==> src/design/isc_pkg.sv <==
// Purpose: Shared constants for the two-wire bus control register block
// Assumes: 32-bit APB data, one aligned word per register
// Notes: Only the low half-word of each register holds fields
package isc_pkg;
   // ----------------------------------------
   // Register map
   // ----------------------------------------
   localparam logic [7:0] ADDR_BUS_CTRL = 8'h00;
   localparam logic [7:0] ADDR_DMA_IRQ_CLK = 8'h04;
   localparam logic [15:0] BUS_CTRL_RESET = 16'h0000;
   localparam logic [15:0] DMA_IRQ_CLK_RESET = 16'h0000;
   localparam logic [15:0] BUS_CTRL_MASK = 16'hbffb;
   localparam logic [15:0] DMA_IRQ_CLK_MASK = 16'h1f7f;

   // ----------------------------------------
   // Bus control fields
   // ----------------------------------------
   localparam int B_SOFT_RESET = 15;
   localparam int B_ALERT_REQ = 13;
   localparam int B_PEC_REQ = 12;
   localparam int B_ACK_POS = 11;
   localparam int B_ACK_EN = 10;
   localparam int B_STOP_REQ = 9;
   localparam int B_START_REQ = 8;
   localparam int B_NO_STRETCH = 7;
   localparam int B_GEN_CALL = 6;
   localparam int B_PEC_EN = 5;
   localparam int B_ARP_EN = 4;
   localparam int B_SMB_ROLE = 3;
   localparam int B_SMB_MODE = 1;
   localparam int B_ENABLE = 0;

   // ----------------------------------------
   // DMA, interrupt and clock fields
   // ----------------------------------------
   localparam int B_DMA_LAST = 12;
   localparam int B_DMA_ON = 11;
   localparam int B_BUF_IE = 10;
   localparam int B_EVT_IE = 9;
   localparam int B_ERR_IE = 8;
   localparam int F_CLK_LSB = 0;
   localparam int F_CLK_W = 7;

   // ----------------------------------------
   // Timing
   // ----------------------------------------
   localparam longint CLK_HZ = 10_000_000;
   localparam longint TIMEOUT_MS = 25;
   localparam int TIMEOUT_CYCLES = int'((TIMEOUT_MS * CLK_HZ) / 1000);

   // ----------------------------------------
   // Addresses and checksum
   // ----------------------------------------
   localparam logic [6:0] GEN_CALL_ADDR = 7'h00;
   localparam logic [7:0] PEC_POLY = 8'h07;
   localparam logic [7:0] PEC_INIT = 8'h00;
endpackage

==> src/design/isc_sync.sv <==
// Purpose: Three-stage synchroniser with agreement filter
// Assumes: Input is asynchronous to clock
// Notes: Level moves only when stages two and three agree
`timescale 1ns/1ns
module isc_sync #(
   parameter logic RESET_LEVEL = 1'b1
) (
   // Clock and reset
   input wire logic clock,
   input wire logic rst,
   // Pin and filtered level
   input wire logic pin_in,
   output logic level_out
);
   logic s1_ff;
   logic s2_ff;
   logic s3_ff;

   always_ff @(posedge clock) begin
      if (rst) begin
         s1_ff <= RESET_LEVEL;
         s2_ff <= RESET_LEVEL;
         s3_ff <= RESET_LEVEL;
      end else begin
         s1_ff <= pin_in;
         s2_ff <= s1_ff;
         s3_ff <= s2_ff;
      end
   end

   always_ff @(posedge clock) begin
      if (rst) begin
         level_out <= RESET_LEVEL;
      end else if (s2_ff == s3_ff) begin
         level_out <= s3_ff;
      end
   end
endmodule // isc_sync

==> src/design/isc_pec_crc.sv <==
// Purpose: Bytewise CRC-8 checksum over transferred bytes
// Assumes: One byte per valid pulse, MSB first
// Notes: Cleared to the initial value by clear
`timescale 1ns/1ns
module isc_pec_crc
   import isc_pkg::*;
(
   // Clock and reset
   input wire logic clock,
   input wire logic rst,
   // Control
   input wire logic clear,
   input wire logic enable,
   // Byte stream
   input wire logic byte_valid,
   input wire logic [7:0] byte_in,
   // Result
   output logic [7:0] crc_out
);
   function automatic logic [7:0] crc_step(input logic [7:0] crc, input logic [7:0] data);
      logic [7:0] c;
      c = crc ^ data;
      for (int i = 0; i < 8; i++) begin
         c = c[7] ? ((c << 1) ^ PEC_POLY) : (c << 1);
      end
      return c;
   endfunction

   always_ff @(posedge clock) begin
      if (rst) begin
         crc_out <= PEC_INIT;
      end else if (clear) begin
         crc_out <= PEC_INIT;
      end else if (enable && byte_valid) begin
         crc_out <= crc_step(crc_out, byte_in);
      end
   end
endmodule // isc_pec_crc

==> src/design/isc_ctrl_regs.sv <==
// Purpose: Control registers of a two-wire bus controller with SMBus support
// Assumes: APB slave with zero wait states, pstrb selects byte lanes
// Notes: Bus engine and status flags live outside; general call and ARP address match are decoded here
//
// The implementer's own choice: the APB slave port.
`timescale 1ns/1ns

module isc_ctrl_regs
   import isc_pkg::*;
#(
   parameter int TIMEOUT_CYC = TIMEOUT_CYCLES,
   parameter logic [6:0] ARP_HOST_ADDR = 7'h08,
   parameter logic [6:0] ARP_DEV_ADDR = 7'h61
) (
   // Clock and reset
   input wire logic clock,
   input wire logic rst,
   // APB slave
   input wire logic psel,
   input wire logic penable,
   input wire logic pwrite,
   input wire logic [7:0] paddr,
   input wire logic [31:0] pwdata,
   input wire logic [3:0] pstrb,
   output logic [31:0] prdata,
   output logic pready,
   output logic pslverr,
   // Link pins
   input wire logic scl_in,
   input wire logic alert_pin_i,
   output logic alert_pin_o,
   output logic alert_pin_oe,
   // Bus engine events
   input wire logic start_det,
   input wire logic stop_det,
   input wire logic pec_done,
   input wire logic alert_hw_clr,
   input wire logic rx_byte_begin,
   input wire logic dma_eot,
   input wire logic xfer_byte_valid,
   input wire logic [7:0] xfer_byte,
   input wire logic addr_valid,
   input wire logic [6:0] addr_in,
   // Flags for interrupt combine
   input wire logic start_sent_flag,
   input wire logic address_done_flag,
   input wire logic header10_sent_flag,
   input wire logic stop_detected_flag,
   input wire logic byte_done_flag,
   input wire logic tx_empty_flag,
   input wire logic rx_full_flag,
   input wire logic bus_error_flag,
   input wire logic arbitration_lost_flag,
   input wire logic no_ack_flag,
   input wire logic overrun_underrun_flag,
   input wire logic checksum_mismatch_flag,
   input wire logic alert_flag,
   // Controls to bus engine
   output logic core_reset,
   output logic peripheral_enable,
   output logic smbus_mode_switch,
   output logic smbus_role_select,
   output logic start_request,
   output logic stop_request,
   output logic stretch_allowed,
   output logic ack_reply,
   output logic pec_byte_now,
   output logic [6:0] clock_freq_mhz,
   output logic [7:0] pec_value,
   output logic gen_call_match,
   output logic arp_addr_match,
   output logic timeout_flag,
   output logic alert_line_low,
   output logic dma_request_en,
   output logic event_irq,
   output logic error_irq
);
   localparam int TO_W = $clog2(TIMEOUT_CYC + 1);

   if (TIMEOUT_CYC < 1) begin : g_chk
      $error("TIMEOUT_CYC must be at least one");
   end

   logic [15:0] ctl0_ff;
   logic [15:0] nxt_ctl0;
   logic [15:0] ctl1_ff;
   logic [15:0] nxt_ctl1;
   logic [31:0] prdata_ff;
   logic slverr_ff;
   logic [TO_W-1:0] to_cnt_ff;
   logic to_pulse_ff;
   logic ack_next_ff;
   logic pec_next_ff;
   logic evt_irq_ff;
   logic err_irq_ff;
   logic scl_level;
   logic alert_level;
   logic setup;
   logic access;
   logic hit0;
   logic hit1;
   logic wr0;
   logic wr1;
   logic final_nack;
   logic ack_sel;

   // ----------------------------------------
   // Pin synchronisers
   // ----------------------------------------
   isc_sync #(.RESET_LEVEL(1'b1)) u_scl_sync (
      .clock(clock),
      .rst(rst),
      .pin_in(scl_in),
      .level_out(scl_level)
   );

   isc_sync #(.RESET_LEVEL(1'b1)) u_alert_sync (
      .clock(clock),
      .rst(rst),
      .pin_in(alert_pin_i),
      .level_out(alert_level)
   );

   // ----------------------------------------
   // APB decode
   // ----------------------------------------
   assign setup = psel && !penable;
   assign access = psel && penable;
   assign hit0 = (paddr == ADDR_BUS_CTRL);
   assign hit1 = (paddr == ADDR_DMA_IRQ_CLK);
   assign wr0 = access && pwrite && hit0;
   assign wr1 = access && pwrite && hit1;
   assign pready = 1'b1;
   assign prdata = prdata_ff;
   assign pslverr = access && slverr_ff;

   // Read data and error captured in the setup cycle
   always_ff @(posedge clock) begin
      if (rst) begin
         prdata_ff <= 32'h0000_0000;
         slverr_ff <= 1'b0;
      end else if (setup) begin
         slverr_ff <= !(hit0 || hit1);
         if (pwrite || !(hit0 || hit1)) begin
            prdata_ff <= 32'h0000_0000;
         end else if (hit0) begin
            prdata_ff <= {16'h0000, ctl0_ff};
         end else begin
            prdata_ff <= {16'h0000, ctl1_ff};
         end
      end
   end

   // ----------------------------------------
   // Bus control register next value
   // ----------------------------------------
   always_comb begin
      nxt_ctl0 = ctl0_ff;
      if (wr0) begin
         if (pstrb[0]) begin
            nxt_ctl0[7:0] = pwdata[7:0] & BUS_CTRL_MASK[7:0];
         end
         if (pstrb[1]) begin
            nxt_ctl0[15:8] = pwdata[15:8] & BUS_CTRL_MASK[15:8];
         end
      end
      if (start_det) begin
         nxt_ctl0[B_START_REQ] = 1'b0;
         nxt_ctl0[B_PEC_REQ] = 1'b0;
      end
      if (stop_det) begin
         nxt_ctl0[B_STOP_REQ] = 1'b0;
         nxt_ctl0[B_PEC_REQ] = 1'b0;
      end
      if (pec_done) begin
         nxt_ctl0[B_PEC_REQ] = 1'b0;
      end
      if (alert_hw_clr) begin
         nxt_ctl0[B_ALERT_REQ] = 1'b0;
      end
      if (!nxt_ctl0[B_ENABLE]) begin
         nxt_ctl0[B_ACK_POS] = 1'b0;
         nxt_ctl0[B_ACK_EN] = 1'b0;
         nxt_ctl0[B_START_REQ] = 1'b0;
         nxt_ctl0[B_PEC_REQ] = 1'b0;
      end
      if (to_pulse_ff) begin
         nxt_ctl0[B_STOP_REQ] = 1'b1;
      end
   end

   always_ff @(posedge clock) begin
      if (rst) begin
         ctl0_ff <= BUS_CTRL_RESET;
      end else begin
         ctl0_ff <= nxt_ctl0;
      end
   end

   // ----------------------------------------
   // DMA, interrupt and clock register
   // ----------------------------------------
   always_comb begin
      nxt_ctl1 = ctl1_ff;
      if (wr1 && pstrb[0]) begin
         nxt_ctl1[7:0] = pwdata[7:0] & DMA_IRQ_CLK_MASK[7:0];
      end
      if (wr1 && pstrb[1]) begin
         nxt_ctl1[15:8] = pwdata[15:8] & DMA_IRQ_CLK_MASK[15:8];
      end
   end

   always_ff @(posedge clock) begin
      if (rst) begin
         ctl1_ff <= DMA_IRQ_CLK_RESET;
      end else begin
         ctl1_ff <= nxt_ctl1;
      end
   end

   // ----------------------------------------
   // SMBus clock-low timeout
   // ----------------------------------------
   always_ff @(posedge clock) begin
      if (rst || core_reset || !smbus_mode_switch || !peripheral_enable || scl_level) begin
         to_cnt_ff <= '0;
         to_pulse_ff <= 1'b0;
      end else if (to_cnt_ff < TO_W'(TIMEOUT_CYC)) begin
         to_cnt_ff <= to_cnt_ff + 1'b1;
         to_pulse_ff <= (to_cnt_ff == TO_W'(TIMEOUT_CYC - 1));
      end else begin
         to_pulse_ff <= 1'b0;
      end
   end

   assign timeout_flag = to_pulse_ff;

   // ----------------------------------------
   // Acknowledge and checksum byte selection
   // ----------------------------------------
   always_ff @(posedge clock) begin
      if (rst || core_reset) begin
         ack_next_ff <= 1'b0;
         pec_next_ff <= 1'b0;
      end else if (rx_byte_begin) begin
         ack_next_ff <= ctl0_ff[B_ACK_EN];
         pec_next_ff <= ctl0_ff[B_PEC_REQ];
      end
   end

   assign final_nack = ctl1_ff[B_DMA_ON] && ctl1_ff[B_DMA_LAST] && dma_eot;
   assign ack_sel = ctl0_ff[B_ACK_POS] ? ack_next_ff : ctl0_ff[B_ACK_EN];
   assign ack_reply = ack_sel && !final_nack;
   assign pec_byte_now = ctl0_ff[B_ACK_POS] ? pec_next_ff : ctl0_ff[B_PEC_REQ];

   // ----------------------------------------
   // Checksum calculator
   // ----------------------------------------
   isc_pec_crc u_pec (
      .clock(clock),
      .rst(rst),
      .clear(core_reset || start_det || !ctl0_ff[B_PEC_EN]),
      .enable(ctl0_ff[B_PEC_EN]),
      .byte_valid(xfer_byte_valid),
      .byte_in(xfer_byte),
      .crc_out(pec_value)
   );

   // ----------------------------------------
   // Control outputs
   // ----------------------------------------
   assign core_reset = ctl0_ff[B_SOFT_RESET];
   assign peripheral_enable = ctl0_ff[B_ENABLE];
   assign smbus_mode_switch = ctl0_ff[B_SMB_MODE];
   assign smbus_role_select = ctl0_ff[B_SMB_ROLE];
   assign start_request = ctl0_ff[B_START_REQ];
   assign stop_request = ctl0_ff[B_STOP_REQ];
   assign stretch_allowed = !ctl0_ff[B_NO_STRETCH];
   assign clock_freq_mhz = ctl1_ff[F_CLK_LSB +: F_CLK_W];
   assign dma_request_en = ctl1_ff[B_DMA_ON];
   assign alert_pin_o = 1'b0;
   assign alert_pin_oe = ctl0_ff[B_ALERT_REQ] && peripheral_enable && !core_reset;
   assign alert_line_low = !alert_level;
   assign gen_call_match = addr_valid && ctl0_ff[B_GEN_CALL] && (addr_in == GEN_CALL_ADDR);
   assign arp_addr_match = addr_valid && ctl0_ff[B_ARP_EN] && smbus_mode_switch
      && (addr_in == (smbus_role_select ? ARP_HOST_ADDR : ARP_DEV_ADDR));

   // ----------------------------------------
   // Interrupt combine
   // ----------------------------------------
   always_ff @(posedge clock) begin
      if (rst) begin
         evt_irq_ff <= 1'b0;
         err_irq_ff <= 1'b0;
      end else begin
         evt_irq_ff <= ctl1_ff[B_EVT_IE] && (start_sent_flag || address_done_flag || header10_sent_flag
            || stop_detected_flag || byte_done_flag
            || (ctl1_ff[B_BUF_IE] && !ctl1_ff[B_DMA_ON] && (tx_empty_flag || rx_full_flag)));
         err_irq_ff <= ctl1_ff[B_ERR_IE] && (bus_error_flag || arbitration_lost_flag || no_ack_flag
            || overrun_underrun_flag || checksum_mismatch_flag || to_pulse_ff || alert_flag);
      end
   end

   assign event_irq = evt_irq_ff;
   assign error_irq = err_irq_ff;

   // ----------------------------------------
   // Assertions
   // ----------------------------------------
   a_stop_on_timeout: assert property (@(posedge clock) disable iff (rst)
      to_pulse_ff |=> ctl0_ff[B_STOP_REQ])
      else $error("stop request not set after timeout");

   a_start_cleared: assert property (@(posedge clock) disable iff (rst)
      start_det |=> !ctl0_ff[B_START_REQ])
      else $error("start request survived start detection");

   a_pec_cleared: assert property (@(posedge clock) disable iff (rst)
      (pec_done || stop_det) |=> !ctl0_ff[B_PEC_REQ])
      else $error("checksum request survived its clear event");

   a_disable_clears: assert property (@(posedge clock) disable iff (rst)
      !ctl0_ff[B_ENABLE] |-> (ctl0_ff[12:10] == 3'b000) && !ctl0_ff[B_START_REQ])
      else $error("disabled block holds ack or request bits");

   a_reserved_zero: assert property (@(posedge clock) disable iff (rst)
      ((ctl0_ff & ~BUS_CTRL_MASK) == 16'h0000) && ((ctl1_ff & ~DMA_IRQ_CLK_MASK) == 16'h0000))
      else $error("reserved bit set");

   a_half_write: assert property (@(posedge clock) disable iff (rst)
      (wr1 && pstrb[0] && !pstrb[1]) |=> (ctl1_ff[15:8] == $past(ctl1_ff[15:8])))
      else $error("byte lane outside strobe was written");

   a_timeout_count: assert property (@(posedge clock) disable iff (rst)
      $rose(to_pulse_ff) |-> (to_cnt_ff == TO_W'(TIMEOUT_CYC)) && !scl_level)
      else $error("timeout raised at wrong count");

   a_alert_drive: assert property (@(posedge clock) disable iff (rst)
      alert_pin_oe |-> ctl0_ff[B_ALERT_REQ] && !alert_pin_o)
      else $error("alert pin driven without request");

   a_buf_irq_gate: assert property (@(posedge clock) disable iff (rst)
      (tx_empty_flag && ctl1_ff[B_EVT_IE] && ctl1_ff[B_BUF_IE] && !ctl1_ff[B_DMA_ON]) |=> event_irq)
      else $error("buffer interrupt missing");

   a_err_irq_gate: assert property (@(posedge clock) disable iff (rst)
      !ctl1_ff[B_ERR_IE] |=> !error_irq)
      else $error("error interrupt while disabled");

   a_dma_last_nack: assert property (@(posedge clock) disable iff (rst)
      final_nack |-> !ack_reply)
      else $error("ACK sent after final DMA byte");
endmodule // isc_ctrl_regs

==> config.mk <==
export PLATFORM = sky130hd
export DESIGN_NAME = isc_ctrl_regs
export DESIGN_NICKNAME = d
export VERILOG_FILES = /design/src/design/isc_pkg.sv /design/src/design/isc_sync.sv /design/src/design/isc_pec_crc.sv /design/src/design/isc_ctrl_regs.sv
export SDC_FILE = /design/constraint.sdc
export NUM_CORES = 1
export LEC_CHECK = 0
export BUFFER_PORTS_ARGS = -buffer_cell sky130_fd_sc_hd__buf_2
export CORE_AREA = 2 2 91 93
export CTS_BUF_LIST = sky130_fd_sc_hd__clkbuf_8
export DETAILED_ROUTE_END_ITERATION = 12
export DIE_AREA = 0 0 93 95
export PLACE_DENSITY = 0.91
export SYNTH_ARGS = -nofsm -noshare
export SYNTH_HDL_FRONTEND = slang
export SYNTH_SLANG_ARGS = --single-unit
==> constraint.sdc <==
create_clock -name clock -period 1.8 [get_ports clock]
set_input_delay 0.18 -clock clock [delete_from_list [all_inputs] [get_ports clock]]
set_output_delay 0.18 -clock clock [all_outputs]
set_load 0.005 [all_outputs]
==> results of run 1 <==
per-stage QoR:
step                      setup TNS, ns  std cells  utilization, %
final                                 0        630            59.6
after floorplan                       0        420               -
after CTS                             0        630            59.4
after global routing                  0        630            59.6
after detailed placement        -0.0919        612            56.3
after global placement                0        612            56.3
worst register-to-register path: stages, from the launching register on:
cell and delay [ns]:
dfxtp_1 0.37, nor4_4 0.36, a311oi_1 0.18, buf_4 0.21
nor3_1 0.24, xnor2_1 0.14, nor2_1 0.05
final timing paths:
kind / cells after the start / slack [ns] / to
min reg2reg: 1 / 0.42 / u_alert_sync.s2_ff
max: 6 / 0.14 / to_cnt_ff[8]
max reg2reg: 6 / 0.14 / to_cnt_ff[8]
min: 2 / 0.02 / u_alert_sync.s1_ff
logic make-up (layout without fill, tap and decap cells):
logic type	Yosys count	in the layout	synth area share [%]
and+or+nand+nor	152	152	21.5
DFF	81	81	42.3
buffers and inverters	47	152	7.70
AOI/OAI and AO/OA	43	43	7.60
muxes	42	42	11.4
xor gates and xnor gates	35	35	9.07
other	2	19	0.196
adders and majority gates	1	1	0.326
state kept, by name, summed over array words and instances (netlist names):
name                    count
to_cnt_ff                  18
u_scl_sync.s1_ff            1
prdata                     15
u_scl_sync.s2_ff            1
event_irq                   1
ctl0_ff                    14
u_scl_sync.level_out        1
u_alert_sync.s2_ff          1
u_alert_sync.s3_ff          1
u_pec.crc_out               8
ack_next_ff                 1
u_alert_sync.level_out      1
pec_next_ff                 1
u_alert_sync.s1_ff          1
error_irq                   1
slverr_ff                   1
timeout_flag                1
u_scl_sync.s3_ff            1
ctl1_ff                    12
what timing repair did:
item / in CTS / in global routing
buffers inserted: 0 / 0
hold buffers: 2 / 0
hold endpoints to repair: 2 / 0
gates resized for setup: 0 / 2
setup endpoints to repair: 0 / 9
layout make-up:
type,instances,area (um^2),share of cell area (%)
inverters,5,18.8,0.397
flip-flops and latches,81,1620,34.3
multi-input cells,292,2000,42.3
clock inverters,6,90.1,1.91
clock buffers,10,138,2.91
repair buffers,131,726,15.4
well taps,105,131,2.78
power breakdown:
group	leakage (nW)	switching (W)	total [W]	internal (W)
clock network	0.113	0.000660	0.00148	0.000824
registers	0.654	0.00000266	0.00180	0.00180
logic	1.27	0.000112	0.000223	0.000110
total	2.04	0.000775	0.00351	0.00273
placed cells by master (no fill, tap or decap), types with 4 or more instances in the layout:
master	n
a211oi_1	4
a21oi_1	12
a22oi_1	11
a32oi_1	4
buf_2	115
buf_4	12
clkbuf_8	10
conb_1	19
dfxtp_1	81
inv_1	5
mux2_2	12
mux2i_1	30
nand2_1	13
nand3_1	6
nand4_1	7
nor2_1	65
nor3_1	16
o21ai_0	4
or2_2	6
or3_1	5
xnor2_1	28
xor2_1	4
routing by layer:
metal	global-route usage (%)	wire [um]
met5	0	0
met3	4.55	516
met2	38.6	4780
met4	6.62	84
met1	24.0	3770
==> flow_summary.ini, run 1 <==
[logic_synthesis]
yosysUniqueCellTypes = 50
synth_area_per_cell_um2 = 9.52
synth_commonest_cells = 81 x dfxtp_1, 65 x nor2_1, 30 x mux2i_1
syn_inst = 403
netlist_area_um2 = 3840
ys_ff_latch = 81
ys.flop_type = dfxtp_1
synth_top_area_share_pct = 42.3
async_flop_share_pct = 0
synth_most_common_cell = dfxtp_1
synth_top_cell_by_area = dfxtp_1
synth_edf_count = 0
yosys-top-cells-area = dfxtp_1 42%, mux2i_1 7.8%, xnor2_1 6.4%
ys.warnings.count = 0
yosysSeqAreaShare_pct = 42.3

[pwr]
ir_drop_mv = 0.436
p_per_area_nw_per_um2 = 742
p_leak_nw = 2.04
power.total_w = 0.00351

[clock_network]
h-tree-depth = 3
clkLatencyLatePin_ns = 0.35
cts_buffers = 9
clkTransAtPathRegs_ns = 0.08
numClockSinks = 81
cts_buffer_depth = 2
tritoncts = yes
cts-root-buf = clkbuf_8

[setup_path]
slowest_stage = dfxtp_1
cpPeakStageDelay_ns = 0.37
startpoint = to_cnt_ff[9]
crit_arrival_ns = 1.90
critPathCaptureType = register
crit_chain = nor4_4 -> a311oi_1 -> buf_4 -> nor3_1 -> xnor2_1 -> nor2_1
critPathKind = register to register
crit_buf_inv = 1
worstSetupStartpointType = register
rr_startpoint = to_cnt_ff[9]
required_ns = 2.04
crit_fanout = 11
cpLargestDelayFamily = simple AND/OR/NAND/NOR gates

[worst_hold_path]
hold_path_class = input pin to register
hold_start = alert_pin_i

[sta]
clock_skew_ns = 0.00958
fmax_mhz = 601
setup_viol = 0
slew_violations = 0
whs_ns = 0.0178
final-hold-violation-count = 0
finalCriticalPeriod_ns = 1.66
setup_slack_ns = 0.137
rsz0062_at_grt = false
period_share_pct = 92.4

[place]
portBuffers = 115
placed_area_um2 = 4460
post-dp-hpwl_um = 6960
pre_cts_slack_ns = -0.0318
gp_congestion = 0.851

[routing]
routedWlPerCell_um = 14.5
routed_via_density = 5.17
drc = 0
dr.pass1.iters = 7
via_count = 3259
postRouteWirelength_um = 9150
drt_iter0_markers = 116
antenna_left = 0

[global_route]
grt_antenna_before_repair = 0
grt_pass1_wl_um = 14500
grt_max_degree = 22
grt_usage_pct = 20.9
gr-total-overflow = 0
grt_pass1_vias = 3154

[final_layout]
antennaDiodeCount = 0
drive_above_1_share_pct = 32.6
filler_cell_count = 685
syn2layout_area_growth_pct = 23.1
nNetsFinal = 608
postLayoutCellArea_um2 = 4720

[floorplan]
dieArea_um2 = 8840
die_y_um = 95
num_io_pins = 154
die_w_um = 93
coreArea_um2 = 7930
rows = 33
start_util_pct = 48.4

[job]
drv_cap = 0

[run_status]
status = finished clean
(Power assumes the default switching activity.)
==> inputs of run 2 (changes only) <==
CAP_MARGIN = 10   (was unset)
CORE_AREA = 2 2 96 98   (was 2 2 91 93)
DIE_AREA = 0 0 98 100   (was 0 0 93 95)
HOLD_SLACK_MARGIN = 0.06   (was unset)
PLACE_DENSITY = 0.86   (was 0.91)
clock period = 1.5 ns   (was 1.8 ns; I/O delays follow)
==> flow_summary.ini, run 2 (same netlist as run 1, synthesis figures left out) <==
[setup_path]
startpoint = to_cnt_ff[9]
required_ns = 1.74
worstSetupStartpointType = register
rr_endpoint = to_cnt_ff[4]
crit_arrival_ns = 1.87
reg2reg_depth = 6
rr_startpoint = to_cnt_ff[9]
cp-endpoint = to_cnt_ff[4]
crit_fanout = 2
critPathKind = register to register
ff2ff_setup_slack_ns = -0.13
critPathCaptureType = register

[run_status]
violations = setup timing
status = finished with violations

[clock_network]
numClockSinks = 81
h-tree-depth = 3
clkLatencyLatePin_ns = 0.36
cts_buffer_depth = 2
tritoncts = yes
cts-root-buf = clkbuf_8
clkTransAtPathRegs_ns = 0.08
cts_buffers = 9

[global_route]
grt_pass1_wl_um = 16300
grt_usage_pct = 20.6
gr-total-overflow = 0
grt_pass1_vias = 3424
grt_antenna_before_repair = 0
grt_max_degree = 29

[routing]
drt_iter0_markers = 145
via_count = 3603
dr.pass1.iters = 4
postRouteWirelength_um = 11000
drc = 0
wl_met3_um = 584
routedWlPerCell_um = 15.9
routed_via_density = 5.22
met2WireLength_um = 5880
dr.max_layer_used = met4
met1Wirelength_um = 4370
antenna_left = 0

[sta]
setup_slack_ns = -0.126
timing.setup.tns_ns = -1.04
setup_viol = 18
final-hold-violation-count = 0
whs_ns = 0.0710
finalCriticalPeriod_ns = 1.63
clock_skew_ns = 0.0118
worstMarginPinSlew_ns = 0.556
period_share_pct = 108
fmax_mhz = 615
rsz0062_at_grt = true
slew_violations = 0
slew_headroom_pct = 62.8

[place]
gp_congestion = 0.805
dpl.cell_count = 653
placed_area_um2 = 4720
post-dp-hpwl_um = 7400
portBuffers = 115

[floorplan]
rows = 35
die_y_um = 100
die_w_um = 98
coreArea_um2 = 8890
num_io_pins = 154
dieArea_um2 = 9800
start_util_pct = 43.2

[final_layout]
largest_register = to_cnt_ff
filler_cell_count = 696
final_cell_mix = 115 x buf_2, 67 x dfxtp_1, 65 x nor2_1
nNetsFinal = 663
largest_register_ffs = 18
stdcell_count = 690
syn2layout_area_growth_pct = 41.4
drive_above_1_share_pct = 43.0
postLayoutCellArea_um2 = 5420
antennaDiodeCount = 0
final_common_cell = buf_2

[pwr]
p_per_area_nw_per_um2 = 821
p_leak_nw = 2.40
power.total_w = 0.00445
ir_drop_mv = 0.334

[job]
drv_cap = 0

[worst_hold_path]
hold_path_class = input pin to register
[run 2: cell types whose count changed in the layout (fill, tap and decap cells not counted), moves of 5 or more]
cell / change
xnor2_1: -10
dlygate4sd3_1: +14
buf_6: +5
xnor2_2: +9
nor3_1: -7
buf_4: +37
dfxtp_2: +13
dfxtp_1: -14
[run 2: layer usage]
layer / track usage [%] / vias to the layer above
met5: 0 / -
met4: 5.66 / 0
met3: 4.81 / 15
met2: 37.8 / 123
met1: 24.2 / 1752
li1: - / 1713
[run 2: per-stage QoR]
stage	worst slack (ns)	util (%)
3_5_place_dp	-0.170	53.1
4_1_cts	-0.0286	58.6
2_1_floorplan	-0.0312	-
6_report	-0.126	61.0
5_1_grt	-0.172	61.0
3_3_place_gp	-0.118	53.1
[run 2: final cells by class]
cell class                 instances  area (um^2)  share of cell area, %
sequential                        81         1640                   30.3
clock inverter                     6          115                   2.12
timing repair buffer             186         1180                   21.8
clock buffer                       9          124                   2.28
inverter                           5         18.8                  0.346
tap                              111          139                   2.56
multi-input combinational        292         2200                   40.7
[run 2: worst max-delay path: stages (launching register included)]
cell     delay [ns]
dfxtp_2        0.34
nor4_4         0.37
buf_4          0.18
a311o_1        0.20
nand4_1        0.18
xor2_1         0.19
nor2_1         0.05
[run 2: where the power goes]
part	internal [W]	total, W	switching (W)
Clock	0.00111	0.00194	0.000831
Sequential	0.00215	0.00216	0.00000314
Combinational	0.000191	0.000357	0.000166
Total	0.00345	0.00445	0.00100
[run 2: worst min-delay path by stage]
stage	endpoint	slack, ns	cells past startpoint	from
after global placement	ctl0_ff[13]	0.32	2	alert_hw_clr
after CTS	ctl0_ff[5]	0.06	3	pwdata[5]
after global routing	ctl1_ff[8]	0.06	3	pwdata[8]
after floorplan	ctl0_ff[13]	0.23	1	alert_hw_clr
final	ctl1_ff[8]	0.07	3	pwdata[8]
after detailed placement	ctl0_ff[13]	0.33	2	alert_hw_clr
[run 2: what timing repair did]
action / 4_1_cts / 5_1_grt
hold buffers: 16 / 0
endpoints found under the setup margin: 18 / 22
gates resized for setup: 17 / 37
endpoints found under the hold margin: 20 / 0
gates cloned: 0 / 0
pin swaps: 11 / 27
buffers inserted: 2 / 4
